`config.mk`:
```
export PLATFORM = sky130hd
export DESIGN_NAME = meter_regs
export DESIGN_NICKNAME = d
export VERILOG_FILES = /design/src/rtl/meter_regs_pkg.sv /design/src/rtl/meter_regs.sv
export VERILOG_INCLUDE_DIRS = /design/src /design/src/rtl
export SDC_FILE = /design/constraint.sdc
export NUM_CORES = 1
export LEC_CHECK = 0
export ABC_CLOCK_PERIOD_IN_PS = 1800
export BUFFER_PORTS_ARGS = -buffer_cell sky130_fd_sc_hd__buf_2
export CAP_MARGIN = 20
export CELL_PAD_IN_SITES_DETAIL_PLACEMENT = 0
export CELL_PAD_IN_SITES_GLOBAL_PLACEMENT = 1
export CORE_AREA = 2 2 256 258
export DETAILED_ROUTE_END_ITERATION = 7
export DIE_AREA = 0 0 258 260
export PLACE_DENSITY = 0.66
export SYNTH_ARGS = -nofsm -noshare
export SYNTH_HDL_FRONTEND = slang
export SYNTH_SLANG_ARGS = --single-unit
```
`constraint.sdc`:
```
create_clock -name clock -period 1.8 [get_ports clock]
set_input_delay 0.09 -clock clock [delete_from_list [all_inputs] [get_ports clock]]
set_output_delay 0.09 -clock clock [all_outputs]
set_load 0.05 [all_outputs]
```
`src/rtl/meter_regs_defs.svh`:
```
// offsets, reset values and widths of the upper metering register bank
// Notes on behaviour
// - A 24-bit register sent zero padded goes out as 32 bits with the top eight bits zero.
// - A 20-bit register sent zero padded goes out as 32 bits with the top twelve bits zero.
// - A 24-bit signed waveform or power value goes out as 32 bits, its sign copied upward.
// - A 10-bit phase trim goes out as 16 bits with the top six bits zero.
// - Signed registers hold two's complement values, unsigned ones plain binary.
// - A host write to the slave-select address steers slave-select while SPI is in use.
// - The 32-bit configuration checksum is read only and resets to 9AE5E8B1.
// - The 16-bit half-cycle accumulation count is writable and resets to FFFF.
// - The 8-bit pulses-per-latch count is writable and resets to 01.
// - The 8-bit peak detection half-cycle count is writable and resets to 00.
// - The 8-bit dip detection half-cycle count is writable and resets to 00.
// - The 8-bit second low power mode overcurrent level is writable and resets to 07.
// - The signed 24-bit nominal voltage rms is writable and resets to zero.
// - Measurement, line accumulation, computation and pulse setups reset to 16, 78, 01FF, 0E88.
`ifndef METER_REGS_DEFS_SVH
`define METER_REGS_DEFS_SVH

`define WIDTH_WIDE       24
`define WIDTH_NARROW     20
`define WIDTH_WORD       16
`define WIDTH_TRIM       10
`define WIDTH_BYTE       8
`define RW_COUNT         22

`define ADDR_REACT_B     16'hE517
`define ADDR_REACT_C     16'hE518
`define ADDR_APP_A       16'hE519
`define ADDR_APP_B       16'hE51A
`define ADDR_APP_C       16'hE51B
`define ADDR_CHECKSUM    16'hE51F
`define ADDR_VNOMINAL    16'hE520
`define ADDR_PEAK_FLAGS  16'hE600
`define ADDR_DELAY0      16'hE601
`define ADDR_DELAY1      16'hE602
`define ADDR_DELAY2      16'hE603
`define ADDR_LINE_PERIOD 16'hE607
`define ADDR_IDLE_FLAGS  16'hE608
`define ADDR_HALF_CYC    16'hE60C
`define ADDR_ZX_TIMEOUT  16'hE60D
`define ADDR_COMPUTE     16'hE60E
`define ADDR_AMP_GAINS   16'hE60F
`define ADDR_PULSE_SETUP 16'hE610
`define ADDR_PULSE1_DIV  16'hE611
`define ADDR_PULSE2_DIV  16'hE612
`define ADDR_PULSE3_DIV  16'hE613
`define ADDR_TRIM_A      16'hE614
`define ADDR_TRIM_B      16'hE615
`define ADDR_TRIM_C      16'hE616
`define ADDR_POLARITY    16'hE617
`define ADDR_DEV_SETUP   16'hE618
`define ADDR_MEAS_SETUP  16'hE700
`define ADDR_ACCUM_SETUP 16'hE701
`define ADDR_LINE_ACCUM  16'hE702
`define ADDR_PEAK_CYC    16'hE703
`define ADDR_DIP_CYC     16'hE704
`define ADDR_PULSES_LAT  16'hE705
`define ADDR_FAST_CAP    16'hE706
`define ADDR_SS_CTRL     16'hEBFF
`define ADDR_LP_OC_LVL   16'hEC00
`define ADDR_LP_SETUP    16'hEC01

`define RST_CHECKSUM     32'h9AE5E8B1
`define RST_HALF_CYC     32'h0000FFFF
`define RST_ZX_TIMEOUT   32'h0000FFFF
`define RST_COMPUTE      32'h000001FF
`define RST_PULSE_SETUP  32'h00000E88
`define RST_MEAS_SETUP   32'h00000016
`define RST_LINE_ACCUM   32'h00000078
`define RST_PULSES_LAT   32'h00000001
`define RST_LP_OC_LVL    32'h00000007
`define RST_ZERO         32'h00000000

`endif

```
`src/rtl/meter_regs_pkg.sv`:
```
// types shared by the metering register bank
package meter_regs_pkg;
    typedef enum logic [1:0] {XFER_NONE, XFER_8, XFER_16, XFER_32} xfer_len_t;
    typedef logic [31:0] word_t;
endpackage

```
`src/rtl/meter_regs.sv`:
```
// upper metering register bank with host access port and core-facing values
`timescale 1ns/1ps
`default_nettype none
`include "meter_regs_defs.svh"

module meter_regs
    import meter_regs_pkg::*;
(
    // clock and reset
    input  wire logic        clock,
    input  wire logic        reset_n,
    // host access from the serial engine
    input  wire logic        acc_rd,
    input  wire logic        acc_wr,
    input  wire logic [15:0] acc_addr,
    input  wire logic [31:0] acc_wdata,
    input  wire logic        spi_active,
    output var  logic        rd_valid,
    output var  logic        rd_hit,
    output var  xfer_len_t   rd_len,
    output var  logic [31:0] rd_data,
    output var  logic        ss_ctrl_pulse,
    output var  logic [7:0]  ss_ctrl_data,
    // live values from the metering core
    input  wire logic [23:0] react_b,
    input  wire logic [23:0] react_c,
    input  wire logic [23:0] app_a,
    input  wire logic [23:0] app_b,
    input  wire logic [23:0] app_c,
    input  wire logic [15:0] peak_flags,
    input  wire logic [15:0] delay0,
    input  wire logic [15:0] delay1,
    input  wire logic [15:0] delay2,
    input  wire logic [15:0] line_period,
    input  wire logic [15:0] idle_flags,
    input  wire logic [15:0] polarity_flags,
    input  wire logic        checksum_load,
    input  wire logic [31:0] checksum_val,
    // setup values to the metering core
    output var  logic [23:0] nominal_voltage_rms,
    output var  logic [15:0] half_cycle_accum_count,
    output var  logic [15:0] zero_cross_timeout_count,
    output var  logic [15:0] computation_setup,
    output var  logic [15:0] input_amp_gains,
    output var  logic [15:0] pulse_output_setup,
    output var  logic [15:0] pulse1_divider,
    output var  logic [15:0] pulse2_divider,
    output var  logic [15:0] pulse3_divider,
    output var  logic [9:0]  phase_a_delay_trim,
    output var  logic [9:0]  phase_b_delay_trim,
    output var  logic [9:0]  phase_c_delay_trim,
    output var  logic [15:0] device_setup,
    output var  logic [7:0]  measurement_setup,
    output var  logic [7:0]  accumulation_setup,
    output var  logic [7:0]  line_accum_behaviour,
    output var  logic [7:0]  peak_half_cycles,
    output var  logic [7:0]  dip_half_cycles,
    output var  logic [7:0]  pulses_per_latch,
    output var  logic [7:0]  fast_capture_setup,
    output var  logic [7:0]  low_power_overcurrent_level,
    output var  logic [7:0]  low_power_setup,
    output var  logic [31:0] config_checksum
);

    localparam int RW_N = `RW_COUNT;

    localparam logic [15:0] RW_ADDR [RW_N] = '{
        `ADDR_VNOMINAL, `ADDR_HALF_CYC, `ADDR_ZX_TIMEOUT, `ADDR_COMPUTE,
        `ADDR_AMP_GAINS, `ADDR_PULSE_SETUP, `ADDR_PULSE1_DIV, `ADDR_PULSE2_DIV,
        `ADDR_PULSE3_DIV, `ADDR_TRIM_A, `ADDR_TRIM_B, `ADDR_TRIM_C,
        `ADDR_DEV_SETUP, `ADDR_MEAS_SETUP, `ADDR_ACCUM_SETUP, `ADDR_LINE_ACCUM,
        `ADDR_PEAK_CYC, `ADDR_DIP_CYC, `ADDR_PULSES_LAT, `ADDR_FAST_CAP,
        `ADDR_LP_OC_LVL, `ADDR_LP_SETUP};

    localparam int RW_W [RW_N] = '{
        `WIDTH_WIDE, `WIDTH_WORD, `WIDTH_WORD, `WIDTH_WORD,
        `WIDTH_WORD, `WIDTH_WORD, `WIDTH_WORD, `WIDTH_WORD,
        `WIDTH_WORD, `WIDTH_TRIM, `WIDTH_TRIM, `WIDTH_TRIM,
        `WIDTH_WORD, `WIDTH_BYTE, `WIDTH_BYTE, `WIDTH_BYTE,
        `WIDTH_BYTE, `WIDTH_BYTE, `WIDTH_BYTE, `WIDTH_BYTE,
        `WIDTH_BYTE, `WIDTH_BYTE};

    localparam logic [31:0] RW_RST [RW_N] = '{
        `RST_ZERO, `RST_HALF_CYC, `RST_ZX_TIMEOUT, `RST_COMPUTE,
        `RST_ZERO, `RST_PULSE_SETUP, `RST_ZERO, `RST_ZERO,
        `RST_ZERO, `RST_ZERO, `RST_ZERO, `RST_ZERO,
        `RST_ZERO, `RST_MEAS_SETUP, `RST_ZERO, `RST_LINE_ACCUM,
        `RST_ZERO, `RST_ZERO, `RST_PULSES_LAT, `RST_ZERO,
        `RST_LP_OC_LVL, `RST_ZERO};

    // keep the low w bits; above them zeros or copies of the sign bit
    function automatic word_t fit(input word_t v, input int w, input logic sx);
        word_t r;
        r = '0;
        for (int i = 0; i < 32; i++) begin
            if (i < w) begin
                r[i] = v[i];
            end else begin
                r[i] = sx & v[w - 1];
            end
        end
        return r;
    endfunction

    function automatic xfer_len_t len_of(input int w);
        if (w > `WIDTH_WORD) begin
            return XFER_32;
        end else if (w > `WIDTH_BYTE) begin
            return XFER_16;
        end
        return XFER_8;
    endfunction

    word_t       rw_r [RW_N];
    logic [31:0] checksum_r;
    logic [31:0] rd_data_nxt;
    xfer_len_t   rd_len_nxt;
    logic        rd_hit_nxt;
    logic        rd_valid_r;
    logic        rd_hit_r;
    xfer_len_t   rd_len_r;
    logic [31:0] rd_data_r;
    logic        ss_pulse_r;
    logic [7:0]  ss_data_r;

    // read-only addresses simply have no write path here
    genvar g;
    generate
        for (g = 0; g < RW_N; g++) begin : rw_bank
            always_ff @(posedge clock or negedge reset_n) begin
                if (!reset_n) begin
                    rw_r[g] <= RW_RST[g];
                end else if (acc_wr && acc_addr == RW_ADDR[g]) begin
                    rw_r[g] <= fit(acc_wdata, RW_W[g], 1'b0);
                end
            end
        end
    endgenerate

    // core may refresh the checksum; host writes never reach it
    always_ff @(posedge clock or negedge reset_n) begin
        if (!reset_n) begin
            checksum_r <= `RST_CHECKSUM;
        end else if (checksum_load) begin
            checksum_r <= checksum_val;
        end
    end

    // slave-select steering only means something on the SPI port
    always_ff @(posedge clock or negedge reset_n) begin
        if (!reset_n) begin
            ss_pulse_r <= 1'b0;
            ss_data_r  <= 8'h00;
        end else begin
            ss_pulse_r <= acc_wr && spi_active && acc_addr == `ADDR_SS_CTRL;
            if (acc_wr && spi_active && acc_addr == `ADDR_SS_CTRL) begin
                ss_data_r <= acc_wdata[7:0];
            end
        end
    end

    always_comb begin
        rd_data_nxt = '0;
        rd_len_nxt  = XFER_NONE;
        rd_hit_nxt  = 1'b0;
        for (int i = 0; i < RW_N; i++) begin
            if (acc_addr == RW_ADDR[i]) begin
                rd_data_nxt = fit(rw_r[i], RW_W[i], 1'b0);
                rd_len_nxt  = len_of(RW_W[i]);
                rd_hit_nxt  = 1'b1;
            end
        end
        unique case (acc_addr)
            `ADDR_REACT_B: rd_data_nxt = fit({8'h00, react_b}, `WIDTH_WIDE, 1'b1);
            `ADDR_REACT_C: rd_data_nxt = fit({8'h00, react_c}, `WIDTH_WIDE, 1'b1);
            `ADDR_APP_A:   rd_data_nxt = fit({8'h00, app_a}, `WIDTH_WIDE, 1'b1);
            `ADDR_APP_B:   rd_data_nxt = fit({8'h00, app_b}, `WIDTH_WIDE, 1'b1);
            `ADDR_APP_C:   rd_data_nxt = fit({8'h00, app_c}, `WIDTH_WIDE, 1'b1);
            `ADDR_CHECKSUM:    rd_data_nxt = checksum_r;
            `ADDR_PEAK_FLAGS:  rd_data_nxt = {16'h0000, peak_flags};
            `ADDR_DELAY0:      rd_data_nxt = {16'h0000, delay0};
            `ADDR_DELAY1:      rd_data_nxt = {16'h0000, delay1};
            `ADDR_DELAY2:      rd_data_nxt = {16'h0000, delay2};
            `ADDR_LINE_PERIOD: rd_data_nxt = {16'h0000, line_period};
            `ADDR_IDLE_FLAGS:  rd_data_nxt = {16'h0000, idle_flags};
            `ADDR_POLARITY:    rd_data_nxt = {16'h0000, polarity_flags};
            default: ;
        endcase
        unique case (acc_addr)
            `ADDR_REACT_B, `ADDR_REACT_C, `ADDR_APP_A, `ADDR_APP_B, `ADDR_APP_C,
            `ADDR_CHECKSUM: begin
                rd_len_nxt = XFER_32;
                rd_hit_nxt = 1'b1;
            end
            `ADDR_PEAK_FLAGS, `ADDR_DELAY0, `ADDR_DELAY1, `ADDR_DELAY2,
            `ADDR_LINE_PERIOD, `ADDR_IDLE_FLAGS, `ADDR_POLARITY: begin
                rd_len_nxt = XFER_16;
                rd_hit_nxt = 1'b1;
            end
            default: ;
        endcase
    end

    // answer one cycle after the request, held until the next one
    always_ff @(posedge clock or negedge reset_n) begin
        if (!reset_n) begin
            rd_valid_r <= 1'b0;
            rd_hit_r   <= 1'b0;
            rd_len_r   <= XFER_NONE;
            rd_data_r  <= '0;
        end else begin
            rd_valid_r <= acc_rd;
            if (acc_rd) begin
                rd_hit_r  <= rd_hit_nxt;
                rd_len_r  <= rd_len_nxt;
                rd_data_r <= rd_data_nxt;
            end
        end
    end

    assign rd_valid      = rd_valid_r;
    assign rd_hit        = rd_hit_r;
    assign rd_len        = rd_len_r;
    assign rd_data       = rd_data_r;
    assign ss_ctrl_pulse = ss_pulse_r;
    assign ss_ctrl_data  = ss_data_r;
    assign config_checksum = checksum_r;

    assign nominal_voltage_rms         = rw_r[0][23:0];
    assign half_cycle_accum_count      = rw_r[1][15:0];
    assign zero_cross_timeout_count    = rw_r[2][15:0];
    assign computation_setup           = rw_r[3][15:0];
    assign input_amp_gains             = rw_r[4][15:0];
    assign pulse_output_setup          = rw_r[5][15:0];
    assign pulse1_divider              = rw_r[6][15:0];
    assign pulse2_divider              = rw_r[7][15:0];
    assign pulse3_divider              = rw_r[8][15:0];
    assign phase_a_delay_trim          = rw_r[9][9:0];
    assign phase_b_delay_trim          = rw_r[10][9:0];
    assign phase_c_delay_trim          = rw_r[11][9:0];
    assign device_setup                = rw_r[12][15:0];
    assign measurement_setup           = rw_r[13][7:0];
    assign accumulation_setup          = rw_r[14][7:0];
    assign line_accum_behaviour        = rw_r[15][7:0];
    assign peak_half_cycles            = rw_r[16][7:0];
    assign dip_half_cycles             = rw_r[17][7:0];
    assign pulses_per_latch            = rw_r[18][7:0];
    assign fast_capture_setup          = rw_r[19][7:0];
    assign low_power_overcurrent_level = rw_r[20][7:0];
    assign low_power_setup             = rw_r[21][7:0];

    // helpers for the checks: nothing written or loaded since reset
    logic wrote_r;
    logic loaded_r;
    always_ff @(posedge clock or negedge reset_n) begin
        if (!reset_n) begin
            wrote_r  <= 1'b0;
            loaded_r <= 1'b0;
        end else begin
            wrote_r  <= wrote_r | acc_wr;
            loaded_r <= loaded_r | checksum_load;
        end
    end

    AST_ZP24: assert property (@(posedge clock) disable iff (!reset_n)
        acc_rd && acc_addr == `ADDR_VNOMINAL |=>
        rd_data[31:24] == 8'h00 && rd_len == XFER_32 && rd_hit)
        else $error("24-bit padded read has nonzero top byte");

    AST_ZP20: assert property (@(posedge clock) disable iff (!reset_n)
        fit(acc_wdata, `WIDTH_NARROW, 1'b0) <= 32'h000FFFFF)
        else $error("20-bit padding leaves top twelve bits set");

    AST_SE24: assert property (@(posedge clock) disable iff (!reset_n)
        acc_rd && acc_addr == `ADDR_REACT_B |=>
        rd_data == {{8{$past(react_b[23])}}, $past(react_b)} && rd_len == XFER_32)
        else $error("signed 24-bit read not sign extended");

    AST_ZP10: assert property (@(posedge clock) disable iff (!reset_n)
        acc_rd && acc_addr == `ADDR_TRIM_B |=>
        rd_data[15:10] == 6'h00 && rd_data[9:0] == $past(phase_b_delay_trim)
        && rd_len == XFER_16)
        else $error("phase trim read not zero padded to 16 bits");

    AST_TWOS: assert property (@(posedge clock) disable iff (!reset_n)
        acc_rd && acc_addr == `ADDR_APP_A |=>
        $signed(rd_data) == $signed($past(app_a)))
        else $error("signed read does not keep two's complement value");

    AST_SS_CTRL: assert property (@(posedge clock) disable iff (!reset_n)
        acc_wr && spi_active && acc_addr == `ADDR_SS_CTRL |=>
        ss_ctrl_pulse && ss_ctrl_data == $past(acc_wdata[7:0]))
        else $error("slave-select write not passed on");

    AST_SS_IDLE: assert property (@(posedge clock) disable iff (!reset_n)
        ss_ctrl_pulse |-> $past(acc_wr) && $past(spi_active) && $past(acc_addr) == `ADDR_SS_CTRL)
        else $error("slave-select pulse without its write");

    AST_CHECKSUM_RST: assert property (@(posedge clock) disable iff (!reset_n)
        !loaded_r |-> config_checksum == `RST_CHECKSUM)
        else $error("checksum reset value wrong");

    AST_RO_WRITE: assert property (@(posedge clock) disable iff (!reset_n)
        acc_wr && acc_addr == `ADDR_CHECKSUM && !checksum_load |=> $stable(config_checksum))
        else $error("host write changed read-only checksum");

    AST_HALF_CYC: assert property (@(posedge clock) disable iff (!reset_n)
        acc_wr && acc_addr == `ADDR_HALF_CYC |=>
        half_cycle_accum_count == $past(acc_wdata[15:0]) [*1] ##0 rw_r[1][31:16] == 16'h0000)
        else $error("half-cycle count write not taken");

    AST_BYTE_CNT: assert property (@(posedge clock) disable iff (!reset_n)
        acc_wr && acc_addr == `ADDR_PULSES_LAT ##1 acc_rd && acc_addr == `ADDR_PULSES_LAT
        |=> rd_data == {24'h000000, $past(acc_wdata[7:0], 2)} && rd_len == XFER_8)
        else $error("pulses-per-latch readback wrong");

    AST_COUNT_RST: assert property (@(posedge clock) disable iff (!reset_n)
        !wrote_r |-> half_cycle_accum_count == 16'hFFFF && pulses_per_latch == 8'h01
        && peak_half_cycles == 8'h00 && dip_half_cycles == 8'h00)
        else $error("count register reset value wrong");

    AST_LEVEL_RST: assert property (@(posedge clock) disable iff (!reset_n)
        !wrote_r |-> low_power_overcurrent_level == 8'h07 && nominal_voltage_rms == 24'h000000)
        else $error("level reset value wrong");

    AST_NOMINAL_VOLTAGE_RMS_WR: assert property (@(posedge clock) disable iff (!reset_n)
        acc_wr && acc_addr == `ADDR_VNOMINAL |=>
        nominal_voltage_rms == $past(acc_wdata[23:0]))
        else $error("nominal voltage write not taken");

    AST_SETUP_RST: assert property (@(posedge clock) disable iff (!reset_n)
        !wrote_r |-> measurement_setup == 8'h16 && line_accum_behaviour == 8'h78
        && computation_setup == 16'h01FF && pulse_output_setup == 16'h0E88)
        else $error("setup register reset value wrong");

endmodule
`default_nettype wire

```
==> impl_table.tex <==
\begin{tabular}{lr}
\hline
Metric & Value \\
\hline
\multicolumn{2}{l}{\textbf{Outcome}} \\
Result of the run & finished, violations left \\
Violated checks & hold timing, setup timing \\
\multicolumn{2}{l}{\textbf{Finish}} \\
Final core utilization & roughly 48\% \\
Fill cell instance count of the final layout & between 6000 and 7000 \\
Signed area change from the synthesized netlist to the final layout & 65.2\% \\
Final non-filler cell total & about 3600 \\
Cell area after layout & approximately 31000 µm² \\
Proportion of layout cells with a drive suffix above 1 & 64.8\% \\
Layout Nets & between 3000 and 4000 \\
\multicolumn{2}{l}{\textbf{Logic synthesis}} \\
Number of synthesized flops with an enable pin & 0 \\
Sequential element share of the synthesized area & 47.4\% \\
Netlist Area Pre-Place & $\sim$19000 µm² \\
Compound-Gate Fraction of Synth Area & 14.7\% \\
Synthesized flop and latch total & between 300 and 400 \\
Combinational family with the most area after synthesis & multiplexers \\
Multiplexer fraction of the synthesized cell area & 20.5\% \\
Async set or reset register ratio after synthesis & 100\% \\
Net count after synthesis & 1915 \\
Warnings from Yosys & 0 \\
Arithmetic-cell share of the synthesized area counting full adders, half adders and majority gates & 0\% \\
Per-instance average area after synthesis & approximately 12 µm² \\
Number of different library cells in the post-synthesis netlist & 95 \\
Syn Inst Count & 1597 \\
Most instantiated flip-flop cell in the synthesis netlist & dfrtp\_1 \\
Post-Synth XOR/XNOR Area & 0.0473\% \\
Simple-gate share of the synthesized area & $\sim$14\% \\
\multicolumn{2}{l}{\textbf{Global route}} \\
Total global routing track utilization & 31.4\% \\
Total congestion overflow after global routing & 0 \\
Wire length of the first global-routing pass & 152000 µm \\
Via count of the first global-routing pass & around 20000 \\
Number of antenna violations at the first check in global routing & 13 \\
Pin count of the biggest net entering global routing & between 60 and 70 \\
\multicolumn{2}{l}{\textbf{STA}} \\
Hold violation total from the final report & 1 \\
Minimum setup slack in the final design & -0.173 ns \\
RSZ-0062 raised after global routing & yes \\
Relative slew margins & between 50\% and 60\% \\
Count of final max-slew check failures & 0 \\
Worst clock skew & around 0.036 ns \\
Final-layout worst hold slack & -0.00234 ns \\
Maximum operating frequency & about 510 MHz \\
Post-route fraction of the period consumed by the critical path & 110\% \\
Number of failing setup endpoints in the final timing report & 16 \\
Worst slew pin tran & $\sim$0.73 ns \\
Post-layout minimum cycle time & just under 2 ns \\
\multicolumn{2}{l}{\textbf{Placed design}} \\
Placer's final routability congestion estimate & approximately 0.98 \\
DP Wirelength & 86600 µm \\
Number of buffers inserted by port buffering & approximately 660 \\
Placement-stage worst setup slack & -1.18 ns \\
Placed cell count & 3375 \\
Post-DP Area & 26200 µm² \\
\multicolumn{2}{l}{\textbf{Floorplan}} \\
Initial cell density of the core & around 29\% \\
Number of placement rows & 93 \\
Height of the die & between 200 and 300 µm \\
Floorplan Core Area & 64100 µm² \\
Die extent in x & about 260 µm \\
I/O pin count & about 670 \\
Area of the die & between 60000 and 70000 µm² \\
\multicolumn{2}{l}{\textbf{Drt}} \\
Length of routed met2 wiring & approximately 54000 µm \\
Wire length after detailed routing & roughly 110000 µm \\
Highest routed metal layer & met5 \\
Number of detailed-routing iterations run before antenna repair & 5 \\
Post-DR vias/cell & around 5.5 \\
DR iter-0 viols & roughly 1800 \\
Remaining number of nets flagged by the antenna check after routing & 0 \\
Average wire length per cell after detail routing & approximately 30 µm \\
Detailed-route wire length on metal 1 & $\sim$44000 µm \\
Total number of vias & $\sim$20000 \\
Sum of met3 wire segment lengths after detailed routing & $\sim$8500 µm \\
Post-route DRC & 0 \\
\multicolumn{2}{l}{\textbf{Setup path}} \\
Critical R2R Capture & rd\_data[3]\$\_DFFE\_PN0P\_ \\
Startpoint of the lowest-slack register-to-register path & pulse1\_divider[3]\$\_DFFE\_PN0P\_ \\
Worst EP required & 2.25 ns \\
Worst-path maximum fanout & 6 \\
Worst Path Class, Setup & input port to flop \\
Worst Setup Start Kind & input port \\
Worst setup startpoint & acc\_addr[0] \\
Critical path endpoint category & flop \\
Depth of the worst register-to-register path & 8 \\
Crit path to & rd\_data[6]\$\_DFFE\_PN0P\_ \\
Arrival time of data at the critical path endpoint & about 2.4 ns \\
Slack of the worst reg-to-reg path & -0.09 ns \\
\multicolumn{2}{l}{\textbf{Power}} \\
Pwr dens & $\sim$640 nW/µm² \\
Portion of total power attributed to the clock network & 44.9\% \\
Internal Dissipation & approximately 0.014 W \\
Peak VDD IR & about 0.59 mV \\
Net switching power figure & roughly 0.0055 W \\
Leakage power & 15.6 nW \\
Proportion of total power due to net switching & between 20 and 30\% \\
Sequential fraction of design power & roughly 41\% \\
Power share of the combinational group & about 14\% \\
\multicolumn{2}{l}{\textbf{Worst hold path}} \\
Hold path startpoint & delay2[5] \\
HP Class & input port to flop \\
\multicolumn{2}{l}{\textbf{Clocking}} \\
Clock Root Buffer & clkbuf\_16 \\
Cts bufs inserted & 42 \\
Clock transition at path regs & $\sim$0.070 ns \\
Maximum buffer depth of the clock tree & 3 \\
Sinks on the clock net & between 300 and 400 \\
Clock tree from TritonCTS & done \\
Maximum level of the CTS H-tree & 2 \\
Clock network latency to the later pin of the worst-skew pair & $\sim$0.60 ns \\
\multicolumn{2}{l}{\textbf{Flow run}} \\
Number of max-capacitance violations reported & 0 \\
\hline
\end{tabular}
## power groups by stage
stage | registers, W | logic [W] | clock network (W)
2_1_floorplan | 0.00863 | 0.000621 | 0
3_3_place_gp | 0.00823 | 0.00231 | 0
3_5_place_dp | 0.00823 | 0.00232 | 0
4_1_cts | 0.00809 | 0.00260 | 0.00896
5_1_grt | 0.00811 | 0.00281 | 0.00925
6_report | 0.00810 | 0.00270 | 0.00879
## area by class of cell
cell class,count,area [µm²],share of cell area (%)
clock inverters,17,211,0.691
diodes,10,25.0,0.0818
clock buffers,61,1200,3.93
flip-flops and latches,347,8780,28.7
well taps,855,1070,3.50
inverters,18,67.6,0.221
repair buffers,1228,8980,29.3
multi-input cells,1102,10300,33.6
## placed cells by master (no fill, tap or decap), types with 25 or more instances in the layout
| master | count |
|---|---|
| dfrtp_1 | 273 |
| buf_6 | 56 |
| a221oi_1 | 27 |
| clkbuf_16 | 47 |
| buf_2 | 642 |
| mux2_2 | 303 |
| nor4_4 | 33 |
| o21ai_0 | 31 |
| dlygate4sd3_1 | 96 |
| buf_12 | 57 |
| a21oi_1 | 48 |
| nor2_1 | 70 |
| buf_4 | 359 |
| dfstp_2 | 74 |
| nand3_1 | 33 |
| nand2_1 | 66 |
| a22oi_1 | 42 |
| nand4_1 | 25 |
## critical path: stages
cell	delay (ns)
buf_12	0.11
buf_6	0.11
or4b_4	0.54
buf_8	0.15
or4_4	0.51
o21ai_4	0.10
or4_4	0.18
o211ai_4	0.09
a221oi_4	0.39
o22ai_2	0.14
## per-stage QoR
step / power [W] / TNS [ns]
2_1_floorplan: 0.00925 / -43.24
6_report: 0.0196 / -1.45
5_1_grt: 0.0202 / -2.25
4_1_cts: 0.0196 / -1.21
3_3_place_gp: 0.0105 / -157.72
3_5_place_dp: 0.0105 / -159.96
## logic make-up (layout without fill, tap and decap cells)
kind of cell	count (synthesis)	after routing
AOI/OAI and AO/OA	367	367
and+or+nand+nor	394	395
xor gates and xnor gates	1	1
buffers and inverters	149	1324
muxes	339	339
DFF	347	347
other	0	10
## what timing repair did
| action | in CTS | in global routing |
|---|---|---|
| cloned | 5 | 5 |
| endpoints found under the setup margin | 56 | 58 |
| buffers inserted | 37 | 45 |
| gates resized for setup | 174 | 97 |
| pin swaps | 70 | 81 |
| hold endpoints to repair | 428 | 0 |
| hold buffers | 96 | 0 |
## synth_stat cells, drive strengths merged (17+ instances only)
cell type / number / area, µm²
a22oi: 59 / 448
nand3: 44 / 220
nor3: 31 / 175
a222oi: 23 / 230
nor2: 78 / 303
inv: 17 / 63.8
o22ai: 28 / 181
nor4: 50 / 648
dfrtp: 273 / 6830
nand2: 86 / 323
a22o: 19 / 166
mux2i: 22 / 220
a21oi: 59 / 295
buf: 77 / 422
dfstp: 74 / 1940
nand4: 25 / 156
clkbuf: 54 / 203
o21ai: 46 / 234
mux2: 316 / 3560
a221oi: 35 / 313
## worst min-delay path by stage
| stage | to | slack, ns | cells past startpoint |
|---|---|---|---|
| floorplan | accumulation_setup[0]$_DFFE_PN0P_ | -0.21 | 0 |
| global route | rd_data[6]$_DFFE_PN0P_ | 0.02 | 4 |
| global placement | ss_ctrl_data[1]$_DFFE_PN0P_ | 0.04 | 1 |
| finish | rd_data[5]$_DFFE_PN0P_ | -0.002 | 5 |
| detailed placement | ss_ctrl_data[4]$_DFFE_PN0P_ | 0.05 | 1 |
| CTS | rd_data[10]$_DFFE_PN0P_ | 0.001 | 4 |
## layer usage
metal	track usage (%)	up-vias
li1	-	8518
met3	6.82	212
met4	12.0	6
met2	53.2	1009
met5	0	-
met1	39.0	10295
No activity file was read; power rests on OpenSTA's default activity.
